==> src/rtl/ppe_defines.svh <==
// Register offsets, field positions, reset values and codes of the PLL enable bank
`ifndef PPE_DEFINES_SVH
`define PPE_DEFINES_SVH

// ***************************************
// Register offsets (printed indices; byte address is four times)
// ***************************************
`define PPE_IDX_PORT0_ENABLE 8'h24
`define PPE_IDX_PORT1_ENABLE 8'h34
`define PPE_IDX_LOAD_WINDOW 8'h40
`define PPE_IDX_IND_ADDR_LO 8'h60
`define PPE_IDX_IND_ADDR_MID 8'h61
`define PPE_IDX_IND_ADDR_HI 8'h62
`define PPE_IDX_IND_DATA 8'h63
`define PPE_IDX_DESIGN_ID 8'h7c
`define PPE_IDX_IRQ_STATUS 8'h70
`define PPE_IDX_IRQ_MASK 8'h71

// ***************************************
// Enable register fields
// ***************************************
`define PPE_BIT_XCVR_EN 0
`define PPE_BIT_DPLL_EN 1
`define PPE_BIT_SYSTEM_PLL_ENABLE 2
`define PPE_BIT_RAM_EN 3
`define PPE_BIT_SYS_LOCK 5
`define PPE_BIT_RX_LOCK 6
`define PPE_ENABLE_WMASK 8'h0f
`define PPE_ENABLE_RESET 8'h00

// ***************************************
// Interrupt status layout (lock changes)
// ***************************************
`define PPE_IRQ_P0_RX 0
`define PPE_IRQ_P0_SYS 1
`define PPE_IRQ_P1_RX 2
`define PPE_IRQ_P1_SYS 3
`define PPE_IRQ_WIDTH 4
`define PPE_IRQ_RESET 4'h0

// ***************************************
// Other values
// ***************************************
`define PPE_IND_ADDR_RESET 24'h000000
`define PPE_IND_DEPTH 256
`define PPE_IND_AW 8

`endif

==> src/rtl/ppe_pkg.sv <==
// Types of the PLL enable register bank
`default_nettype none
package ppe_pkg;
  // Bus decode target
  typedef enum logic [3:0] {
    PPE_SEL_NONE, PPE_SEL_EN0, PPE_SEL_EN1, PPE_SEL_LOAD, PPE_SEL_AL,
    PPE_SEL_AM, PPE_SEL_AH, PPE_SEL_DATA, PPE_SEL_ID, PPE_SEL_IST, PPE_SEL_IMSK
  } ppe_sel_t;
endpackage
`default_nettype wire

==> src/rtl/ppe_port_if.sv <==
// Interface between the bank and one port's enable slice
`default_nettype none
interface ppe_port_if;
  logic wr_en;        // Write strobe for the enable register
  logic [7:0] wdata;  // Write byte
  logic rx_lock;      // Receive PLL lock input
  logic sys_lock;     // System PLL lock input
  logic [7:0] rdata;  // Read-back value
  modport bank (output wr_en, output wdata, output rx_lock, output sys_lock, input rdata);
  modport port (input wr_en, input wdata, input rx_lock, input sys_lock, output rdata);
endinterface
`default_nettype wire

==> src/rtl/ppe_bank.sv <==
// AHB-Lite register bank for per-port PLL enables, indirect registers and design id
`include "ppe_defines.svh"
`default_nettype none
module ppe_bank #(
  parameter bit HAS_INDIRECT = 1'b1,     // Optional extended package
  parameter logic [15:0] DESIGN_ID = 16'h5a00 // Arbitrary value
) (
  input wire logic clk_sys_i,
  input wire logic reset_n_i,
  // AHB-Lite slave
  input wire logic hsel_i,
  input wire logic [31:0] haddr_i,
  input wire logic [1:0] htrans_i,
  input wire logic hwrite_i,
  input wire logic [2:0] hsize_i,
  input wire logic [31:0] hwdata_i,
  input wire logic hready_i,
  output logic [31:0] hrdata_o,
  output logic hreadyout_o,
  output logic hresp_o,
  // Lock inputs
  input wire logic p0_rx_lock_i,
  input wire logic p0_sys_lock_i,
  input wire logic p1_rx_lock_i,
  input wire logic p1_sys_lock_i,
  // Port 0 controls
  output logic p0_xcvr_run_o,
  output logic p0_dpll_run_o,
  output logic p0_sys_pll_en_o,
  output logic p0_ram_run_o,
  // Port 1 controls
  output logic p1_xcvr_run_o,
  output logic p1_dpll_run_o,
  output logic p1_sys_pll_en_o,
  // Interrupt
  output logic irq_o
);
  // ***************************************
  // Declarations
  // ***************************************
  ppe_port_if p0_if ();                 // Port 0 slice link
  ppe_port_if p1_if ();                 // Port 1 slice link
  logic [3:0] p0_ctrl;                  // Port 0 control bits
  logic [3:0] p1_ctrl;                  // Port 1 control bits
  ppe_pkg::ppe_sel_t sel_q;             // Data-phase target
  ppe_pkg::ppe_sel_t sel_d;             // Address-phase decode
  logic wr_q;                           // Data phase is a write
  logic rd_pend_q;                      // Read needs a second cycle
  logic ready_q;                        // Registered ready
  logic [31:0] rdata_q;                 // Registered read data
  logic [23:0] ind_addr_q;              // Indirect address
  logic [7:0] ind_mem [`PPE_IND_DEPTH]; // Extended registers
  logic [7:0] ind_rd;                   // Indirect read byte
  logic [`PPE_IRQ_WIDTH-1:0] ist_q;     // Sticky lock events
  logic [`PPE_IRQ_WIDTH-1:0] imsk_q;    // Interrupt mask
  logic [`PPE_IRQ_WIDTH-1:0] lock_now;  // Present lock levels
  logic [`PPE_IRQ_WIDTH-1:0] lock_q;    // Lock levels last cycle
  logic [`PPE_IRQ_WIDTH-1:0] ist_clr;   // Write-one clear
  logic irq_q;                          // Registered interrupt
  logic [3:0] ctrl0_q;                  // Port 0 pins registered
  logic [2:0] ctrl1_q;                  // Port 1 pins registered
  logic wr_phase;                       // Write data phase now
  logic addr_ok;                        // Valid address phase
  logic [7:0] idx;                      // Register index

  // ***************************************
  // Port slices
  // ***************************************
  ppe_port_enable u_port0 (
    .clk_sys_i(clk_sys_i),
    .reset_n_i(reset_n_i),
    .pif(p0_if.port),
    .ctrl_o(p0_ctrl)
  );

  // Same layout, base 0x10 higher
  ppe_port_enable u_port1 (
    .clk_sys_i(clk_sys_i),
    .reset_n_i(reset_n_i),
    .pif(p1_if.port),
    .ctrl_o(p1_ctrl)
  );

  assign wr_phase = wr_q && ready_q;
  assign p0_if.wr_en = wr_phase && (sel_q == ppe_pkg::PPE_SEL_EN0);
  assign p1_if.wr_en = wr_phase && (sel_q == ppe_pkg::PPE_SEL_EN1);
  assign p0_if.wdata = hwdata_i[7:0];
  assign p1_if.wdata = hwdata_i[7:0];
  assign p0_if.rx_lock = p0_rx_lock_i;
  assign p0_if.sys_lock = p0_sys_lock_i;
  assign p1_if.rx_lock = p1_rx_lock_i;
  assign p1_if.sys_lock = p1_sys_lock_i;

  // ***************************************
  // Address decode
  // ***************************************
  assign addr_ok = hsel_i && hready_i && htrans_i[1];
  assign idx = haddr_i[9:2];

  // Map index to target; indirect absent without option
  always_comb begin
    sel_d = ppe_pkg::PPE_SEL_NONE;
    unique case (idx)
      `PPE_IDX_PORT0_ENABLE: sel_d = ppe_pkg::PPE_SEL_EN0;
      `PPE_IDX_PORT1_ENABLE: sel_d = ppe_pkg::PPE_SEL_EN1;
      `PPE_IDX_LOAD_WINDOW: sel_d = ppe_pkg::PPE_SEL_LOAD;
      `PPE_IDX_IND_ADDR_LO: sel_d = HAS_INDIRECT ? ppe_pkg::PPE_SEL_AL : ppe_pkg::PPE_SEL_NONE;
      `PPE_IDX_IND_ADDR_MID: sel_d = HAS_INDIRECT ? ppe_pkg::PPE_SEL_AM : ppe_pkg::PPE_SEL_NONE;
      `PPE_IDX_IND_ADDR_HI: sel_d = HAS_INDIRECT ? ppe_pkg::PPE_SEL_AH : ppe_pkg::PPE_SEL_NONE;
      `PPE_IDX_IND_DATA: sel_d = HAS_INDIRECT ? ppe_pkg::PPE_SEL_DATA : ppe_pkg::PPE_SEL_NONE;
      `PPE_IDX_DESIGN_ID: sel_d = ppe_pkg::PPE_SEL_ID;
      `PPE_IDX_IRQ_STATUS: sel_d = ppe_pkg::PPE_SEL_IST;
      `PPE_IDX_IRQ_MASK: sel_d = ppe_pkg::PPE_SEL_IMSK;
      default: sel_d = ppe_pkg::PPE_SEL_NONE;
    endcase
  end

  // ***************************************
  // Bus phase tracking
  // ***************************************
  // Reads take one wait state for registered data; writes none
  always_ff @(posedge clk_sys_i) begin
    if (!reset_n_i) begin
      sel_q <= ppe_pkg::PPE_SEL_NONE;
      wr_q <= 1'b0;
      rd_pend_q <= 1'b0;
      ready_q <= 1'b1;
    end else if (rd_pend_q) begin
      rd_pend_q <= 1'b0;
      ready_q <= 1'b1;
    end else if (ready_q) begin
      if (addr_ok) begin
        sel_q <= sel_d;
        wr_q <= hwrite_i;
        rd_pend_q <= !hwrite_i;
        ready_q <= hwrite_i;
      end else begin
        sel_q <= ppe_pkg::PPE_SEL_NONE;
        wr_q <= 1'b0;
      end
    end
  end

  // ***************************************
  // Indirect registers
  // ***************************************
  // Address bytes, lowest offset least significant
  always_ff @(posedge clk_sys_i) begin
    if (!reset_n_i) begin
      ind_addr_q <= `PPE_IND_ADDR_RESET;
    end else if (wr_phase) begin
      if (sel_q == ppe_pkg::PPE_SEL_AL) begin
        ind_addr_q[7:0] <= hwdata_i[7:0];
      end else if (sel_q == ppe_pkg::PPE_SEL_AM) begin
        ind_addr_q[15:8] <= hwdata_i[7:0];
      end else if (sel_q == ppe_pkg::PPE_SEL_AH) begin
        ind_addr_q[23:16] <= hwdata_i[7:0];
      end
    end
  end

  // Extended register store; upper address bits alias
  always_ff @(posedge clk_sys_i) begin
    if (wr_phase && (sel_q == ppe_pkg::PPE_SEL_DATA)) begin
      ind_mem[ind_addr_q[`PPE_IND_AW-1:0]] <= hwdata_i[7:0];
    end
  end

  assign ind_rd = ind_mem[ind_addr_q[`PPE_IND_AW-1:0]];

  // ***************************************
  // Interrupts on lock changes
  // ***************************************
  assign lock_now = {p1_sys_lock_i, p1_rx_lock_i, p0_sys_lock_i, p0_rx_lock_i};
  assign ist_clr = (wr_phase && (sel_q == ppe_pkg::PPE_SEL_IST)) ?
                   hwdata_i[`PPE_IRQ_WIDTH-1:0] : `PPE_IRQ_RESET;

  // Sticky status; a new event beats a clear
  always_ff @(posedge clk_sys_i) begin
    if (!reset_n_i) begin
      lock_q <= `PPE_IRQ_RESET;
      ist_q <= `PPE_IRQ_RESET;
    end else begin
      lock_q <= lock_now;
      ist_q <= (ist_q & ~ist_clr) | (lock_q ^ lock_now);
    end
  end

  // Mask register
  always_ff @(posedge clk_sys_i) begin
    if (!reset_n_i) begin
      imsk_q <= `PPE_IRQ_RESET;
    end else if (wr_phase && (sel_q == ppe_pkg::PPE_SEL_IMSK)) begin
      imsk_q <= hwdata_i[`PPE_IRQ_WIDTH-1:0];
    end
  end

  // Level interrupt
  always_ff @(posedge clk_sys_i) begin
    if (!reset_n_i) begin
      irq_q <= 1'b0;
    end else begin
      irq_q <= |(ist_q & imsk_q);
    end
  end

  // ***************************************
  // Read data
  // ***************************************
  // Captured in the wait cycle; load window and unmapped read zero
  always_ff @(posedge clk_sys_i) begin
    if (!reset_n_i) begin
      rdata_q <= 32'h00000000;
    end else if (rd_pend_q) begin
      unique case (sel_q)
        ppe_pkg::PPE_SEL_EN0: rdata_q <= {24'h000000, p0_if.rdata};
        ppe_pkg::PPE_SEL_EN1: rdata_q <= {24'h000000, p1_if.rdata};
        ppe_pkg::PPE_SEL_AL: rdata_q <= {24'h000000, ind_addr_q[7:0]};
        ppe_pkg::PPE_SEL_AM: rdata_q <= {24'h000000, ind_addr_q[15:8]};
        ppe_pkg::PPE_SEL_AH: rdata_q <= {24'h000000, ind_addr_q[23:16]};
        ppe_pkg::PPE_SEL_DATA: rdata_q <= {24'h000000, ind_rd};
        ppe_pkg::PPE_SEL_ID: rdata_q <= {16'h0000, DESIGN_ID};
        ppe_pkg::PPE_SEL_IST: rdata_q <= {28'h0000000, ist_q};
        ppe_pkg::PPE_SEL_IMSK: rdata_q <= {28'h0000000, imsk_q};
        default: rdata_q <= 32'h00000000;
      endcase
    end
  end

  // ***************************************
  // Control outputs
  // ***************************************
  // Registered copies of the enable bits
  always_ff @(posedge clk_sys_i) begin
    if (!reset_n_i) begin
      ctrl0_q <= 4'h0;
      ctrl1_q <= 3'h0;
    end else begin
      ctrl0_q <= p0_ctrl;
      ctrl1_q <= p1_ctrl[2:0];
    end
  end

  assign p0_xcvr_run_o = ctrl0_q[`PPE_BIT_XCVR_EN];
  assign p0_dpll_run_o = ctrl0_q[`PPE_BIT_DPLL_EN];
  assign p0_sys_pll_en_o = ctrl0_q[`PPE_BIT_SYSTEM_PLL_ENABLE];
  assign p0_ram_run_o = ctrl0_q[`PPE_BIT_RAM_EN];
  assign p1_xcvr_run_o = ctrl1_q[`PPE_BIT_XCVR_EN];
  assign p1_dpll_run_o = ctrl1_q[`PPE_BIT_DPLL_EN];
  assign p1_sys_pll_en_o = ctrl1_q[`PPE_BIT_SYSTEM_PLL_ENABLE];
  assign hrdata_o = rdata_q;
  assign hreadyout_o = ready_q;
  assign hresp_o = 1'b0;
  assign irq_o = irq_q;
endmodule
`default_nettype wire

==> src/rtl/ppe_port_enable.sv <==
// One port's enable register with lock read-back
`include "ppe_defines.svh"
`default_nettype none
module ppe_port_enable (
  input wire logic clk_sys_i,
  input wire logic reset_n_i,
  ppe_port_if.port pif,
  output logic [3:0] ctrl_o
);
  // Writable control bits
  logic [3:0] ctrl_q;

  // ***************************************
  // Control bits
  // ***************************************
  // Reserved bits drop on write
  always_ff @(posedge clk_sys_i) begin
    if (!reset_n_i) begin
      ctrl_q <= 4'h0;
    end else if (pif.wr_en) begin
      ctrl_q <= pif.wdata[3:0];
    end
  end

  assign ctrl_o = ctrl_q;

  // Read-back: lock flags live, reserved zero
  always_comb begin
    pif.rdata = {1'b0, pif.rx_lock, pif.sys_lock, 1'b0, ctrl_q};
  end
endmodule
`default_nettype wire

==> config.mk <==
export PLATFORM = sky130hd
export DESIGN_NAME = ppe_bank
export DESIGN_NICKNAME = d
export VERILOG_FILES = /design/src/rtl/ppe_pkg.sv /design/src/rtl/ppe_port_if.sv /design/src/rtl/ppe_bank.sv /design/src/rtl/ppe_port_enable.sv
export VERILOG_INCLUDE_DIRS = /design/src /design/src/rtl
export SDC_FILE = /design/constraint.sdc
export NUM_CORES = 2
export LEC_CHECK = 0
export BUFFER_PORTS_ARGS = -buffer_cell sky130_fd_sc_hd__clkbuf_2
export CELL_PAD_IN_SITES_DETAIL_PLACEMENT = 1
export CELL_PAD_IN_SITES_GLOBAL_PLACEMENT = 1
export CORE_MARGIN = 3
export CORE_UTILIZATION = 50
export DETAILED_ROUTE_END_ITERATION = 16
export GPL_TIMING_DRIVEN = 1
export PLACE_DENSITY = 0.72
export SLEW_MARGIN = 20
export SYNTH_ARGS = -nofsm -noshare
export SYNTH_HDL_FRONTEND = slang
export SYNTH_SLANG_ARGS = --single-unit
export TNS_END_PERCENT = 100
==> constraint.sdc <==
create_clock -name clk_sys_i -period 2.87 [get_ports clk_sys_i]
set_input_delay 0.574 -clock clk_sys_i [delete_from_list [all_inputs] [get_ports clk_sys_i]]
set_output_delay 0.574 -clock clk_sys_i [all_outputs]
set_load 0.01 [all_outputs]
Word level (Yosys, flattened, before mapping)
Memory sizes are Yosys's and may differ from the RTL's. A register that Yosys moved wholly into a read port is not among the register bits.
Index checks and enable logic that the tools add are counted.

cells by class
  shift-type cells = 0
  bitwise gates (word level) = 11
  div/mod/pow operators = 0
  eq/ne operators = 19
  muxes and demuxes = 11
  $mul = 0
  $lt $le $gt $ge = 0
  add/subtract/negate cells = 0
  reduce and logical (&&, ||, !) cells = 16

operators by type and width
  kind                                                                   number
  15-bit case mux with 9 select lines                                    1
  8-bit by 7-bit equality test with 1-bit output, second input constant  8
  4-bit case mux with 10 select lines                                    1
  4-bit by 3-bit equality test with 1-bit output, second input constant  4
  8-bit by 6-bit equality test with 1-bit output, second input constant  2
  8-bit two-way mux                                                      2
  4-bit equality test, second input constant                             3
  4-bit bitwise AND                                                      2
  1-bit logical AND                                                      8
  4-bit two-way mux                                                      2
  4-bit OR reduction                                                     2
  1-bit inverter                                                         6
  1-bit two-way mux                                                      5
  4-bit by 1-bit equality test with 1-bit output, second input constant  1
  4-bit by 2-bit equality test with 1-bit output, second input constant  1
  4-bit inverter                                                         1
  4-bit bitwise OR                                                       1
  2-bit AND reduction                                                    2
  4-bit AND reduction                                                    1
  4-bit bitwise XOR                                                      1
  3-bit AND reduction                                                    1
  2-bit OR reduction                                                     1
  1-bit logical NOT                                                      1

word-level totals
  bits in writable memories = 2048
  word-level logic and storage cells = 74
  memories kept = 1
  bits in read-only memories = 0
  output and inout bits = 42
  register bits after elaboration = 91
  bits in latches = 0
  bits of input ports = 78

memories
  memory   words  bits a word  read ports  clocked after Yosys merged registers in  wr ports  RTL line        source
  ind_mem  256    8            1           1                                        1         ppe_bank.sv:52  logic [7:0] ind_mem [`PPE_IND_DEPTH];

Logic depth before layout (Yosys ltp)
  word-level depth = 6
  gate-level depth with buffers = 13
  gate-level depth less buffers = 7

Hierarchy
Synthesis repeated with hierarchy kept, for this count alone.

second synthesis, totals
  cell total of the unflattened synthesis = 4176
  area total of the unflattened synthesis = 83252.3 µm²

by module, submodules not included
  module           instances  area an instance (µm²)  cells an instance  sequential area each (µm²)
  ppe_bank         1          82811.9                 4132               62860.3
  ppe_port_enable  2          220.2                   22                 80.1

Worst setup path before layout
OpenSTA, ideal clock, no wires.

  path type = reg-to-reg
  start point = register sel_q[2]
  end point = memory ind_mem[103][0], enable pin
  path slack = 0.117 ns
  required time = 2.500 ns
  cell stages (with the launch flop) = 9
  data arrival time = 2.382 ns
  clock period less this slack = 2.753 ns
  cell sequence = dfxtp_1 buf_2 nor2b_1 clkbuf_1 nand3_2 nor4b_1 nand3_1 clkbuf_1 nor2_1

between the ends
  longest elaborated chain between the ends = 4

RTL lines
  element                                         RTL line         source
  start, declared                                 ppe_bank.sv:45   ppe_pkg::ppe_sel_t sel_q;
  start signal, assigned                          ppe_bank.sv:124  sel_q <= ppe_pkg::PPE_SEL_NONE;
  start signal, assigned                          ppe_bank.sv:133  sel_q <= sel_d;
  start signal, assigned                          ppe_bank.sv:138  sel_q <= ppe_pkg::PPE_SEL_NONE;
  4-bit by 3-bit equality test with 1-bit output  ppe_bank.sv:164  if (wr_phase && (sel_q == ppe_pkg::PPE_SEL_DATA)) begin
  1-bit logical AND                               ppe_bank.sv:164
  1-bit two-way mux                               ppe_bank.sv:164
  1-bit two-way mux                               ppe_bank.sv:165  ind_mem[ind_addr_q[`PPE_IND_AW-1:0]] <= hwdata_i[7:0];
  end, declared                                   ppe_bank.sv:52

Every way passes these cells.

==> summary.md <==
| Metric | Value |
|---|---|
| Clock tree sinks | around 2100 |
| RSZ-0062 raised after global routing | true |
| Clk_lat worst skew | 0.85 ns |
| Clk network pwr share | 44.9% |
| Top cells by area, synth | edfxtp_1 (73%), mux4_2 (8.1%), mux4_1 (4.7%) |
| P per Cell Area | 629.5 nW/um2 |
| WS Path Type | reg2reg |
| Top cell by count, worst path | buf_12 |
| Layout cells sized above 1 | roughly 30% |
| Slowest cell on the critical path | dfxtp_4 |
| CP Data Required Time | about 3.6 ns |
| Commonest non-fill, non-tap cells in the layout | edfxtp_1 (2048), buf_4 (615), mux4_2 (338) |
| Period utilization | 104.5% |
| Violated checks | setup timing |
| Setup slack at placement | -0.9858 ns |
| Gr ovfl total | 0 |
| DP HPWL | 166500 um |
| Max FO, Critical Path | 19 |
| Port bufs | 46 |
| Critical Path Sink | hrdata_o[1] |
| Synth Instances | 4204 |
| Placed Instances | 6892 |
| Slew HR | 41.67% |
| Endpoints failing hold | 0 |
| Crit end category | flop |
| CTS H-tree lvls | 4 |
| CTS tree | yes |
| First-pass GRT wire length | 371300 um |
| Tightest Pin Transition | ~0.9 ns |
| # IOs | 120 |
| Area leader, netlist | edfxtp_1 |
| Synth Register Bits | 2124 |
| Nets | about 5000 |
| Fill cells | around 14000 |
| Synth-to-layout area growth | 18.12% |
| Max cap viols | 0 |
| Register area share after synthesis | between 70% and 80% |
| Rows | 150 |
| All-layer global routing usage | 29.99% |
| Die Area | around 170000 um2 |
| Commonest non-fill, non-tap cell in the layout | edfxtp_1 |
| CP Launch Type | flop |
| Core area | 167600 um2 |
| Number of enable flip-flop cells after synthesis | between 2000 and 2500 |
| DRT Pass-1 Iters | 8 |
| Num CTS Buffers | 211 |
| Initial core utilization | between 50% and 60% |
| Hold Crit Class | in2reg |
| CTS max path bufs | 3 |
| Pint | between 50 and 60 mW |
| Initial antenna violation count | 10 |
| Fin cells | around 7300 |
| Largest net degree at the start of global routing | between 150 and 200 |
| Yosys warns | 0 |
| Width of the die | 417.3 um |
| Avg WL per Cell | around 35 um |
| Post-route minimum period | 2.999 ns |
| Crit Reg-Reg Endpoint | hrdata_o[1] |
| Worst vdd ir | between 0.6 and 0.7 mV |
| Worst r2r path cells | 10 |
| Remaining antenna violation count | 0 |
| Avg Cell Area, Syn | 20.12 um2 |
| Clk_skew | 0.06061 ns |
| Die Span Y | around 420 um |
| Number of global-route vias before repair | between 40000 and 50000 |
| Asr flop ratio synth | 0% |
| Data arrival, critical path | between 3 and 4 ns |
| Post-route setup slack | -0.1290 ns |
| Flop pwr share | 54.0% |
| DRC Markers | 0 |
| Logic pwr share | under 10% |
| Crit path cell chain | buf_12 > buf_12 > mux4_2 > a22oi_2 > a21oi_2 > or3_4 > nor3_4 > buf_6 > a2111oi_4 > a21o_1 |
| Drt via density | between 6 and 7 |
| Pins Over Slew Limit | 0 |
| CP max stage delay | 0.50 ns |
| Vias | 47470 |
| Clock root buffer | clkbuf_16 |
| Psw | between 10 and 15 mW |
| P_leak | 31.92 nW |
| Clock-pin slew on the worst setup and hold paths | roughly 0.060 ns |
| Maximum clock frequency | between 0.3 and 0.4 GHz |
| Synth Flop Type | edfxtp_1 |
| Status | finished with violations |
| Yosys cell types | 91 |
| Number of DRC markers in iteration 0 | approximately 7400 |
| FF-to-FF setup slack | -0.13 ns |
| Top-area cell type share of the netlist area | 72.70% |
| Switch share | around a fifth |
| Synthesized area | 84590 um2 |
| GP Congestion | approximately 0.92 |
| Total Wirelength | roughly 260000 um |
| Final setup viols | 7 |
-- power by group through the flow --
| stage | Clock [mW] | Sequential, mW | Combinational, mW |
|---|---|---|---|
| 6_report | 28.2 | 34.0 | 0.724 |
| 5_1_grt | 29.8 | 33.9 | 0.777 |
| 4_1_cts | 28.5 | 34.0 | 0.718 |
| 3_5_place_dp | 0 | 34.6 | 0.713 |
| 3_3_place_gp | 0 | 34.6 | 0.656 |
| 2_1_floorplan | 0 | 34.6 | 0.0809 |
-- final cells by class --
class                      count  area [um2]  share of cell area [%]
antenna                        8       20.02                 0.02003
tap                         2204        2758                   2.760
clock buffer                 260        5567                   5.571
inverter                      11       43.79                 0.04382
multi-input combinational   1814       19760                   19.77
clock inverter               136        1506                   1.508
timing repair buffer         782        7233                   7.239
sequential                  2124       63040                   63.09
-- metrics by stage --
step	TNS (ns)	power, mW	cell area (um2)	util (%)	hold slack, ns
floorplan	0	34.71	84670	-	0.4477
global placement	-3.966	35.27	91740	54.74	0.4962
detailed placement	-4.068	35.33	91740	54.74	0.5075
CTS	-0.05909	63.14	99700	59.49	0.02969
global route	-0.6415	64.52	99910	59.61	0.06497
finish	-0.3999	62.90	99930	59.62	0.08370
-- cell usage after synthesis (51+ instances only) --
cell,count
mux2i_1,236
dfxtp_1,76
edfxtp_1,2048
nor2b_1,64
mux4_2,306
nand2_1,108
a21oi_1,81
o22ai_1,61
clkbuf_1,78
mux4_1,151
nor2_1,344
buf_2,51
-- timing repair --
action / CTS / global route
gates resized for setup: 122 / 46
pin swaps: 16 / 12
setup buffers: 23 / 6
hold endpoints to repair: 6 / 0
endpoints found under the setup margin: 8 / 44
cloned: 7 / 2
hold buffers: 6 / 0
-- logic make-up (layout without fill, tap and decap cells) --
kind of cell	after synthesis	after routing	synth area share [%]
compound gates	415	415	3.415
buf+inv	286	1189	2.686
simple gates	670	670	3.579
flops	2124	2124	74.50
other cells	1	29	0.004433
mux	704	704	15.78
xor+xnor	4	4	0.04141
-- worst min-delay path by stage --
| stage | startpoint | end | slack [ns] | cells past startpoint |
|---|---|---|---|---|
| global placement | ind_addr_q[14] | ind_addr_q[14] | 0.50 | 2 |
| finish | reset_n_i | ind_addr_q[13] | 0.08 | 2 |
| global route | reset_n_i | ind_addr_q[13] | 0.06 | 2 |
| CTS | reset_n_i | ind_addr_q[13] | 0.03 | 2 |
| floorplan | u_port0.ctrl_o[1] | ctrl0_q[1] | 0.45 | 1 |
| detailed placement | ind_addr_q[11] | ind_addr_q[11] | 0.51 | 2 |
-- sequential cells by signal (all words and copies together), names as in the netlist, named ones only --
register,count
lock_q,4
ind_addr_q,24
sel_q,4
hreadyout_o,1
imsk_q,4
ist_q,4
u_port0.ctrl_o,4
ind_mem,2048
ctrl0_q,4
irq_o,1
ctrl1_q,3
wr_q,1
u_port1.ctrl_o,4
rd_pend_q,1
hrdata_o,9
-- worst max-delay path: cells and delay by family, from the launching register on --
| kind | cells | cell delay (ns) |
|---|---|---|
| and+or+nand+nor | 2 | 0.74 |
| AOI/OAI and AO/OA | 4 | 0.69 |
| buffers and inverters | 3 | 0.58 |
| DFF | 1 | 0.50 |
| muxes | 1 | 0.34 |
-- layer usage --
metal,share of wire (%),track usage [%]
met1,38,41.13
met5,0.011,0
met4,4.3,11.51
met2,48,47.87
met3,10,6.026
(Power assumes the default switching activity.)
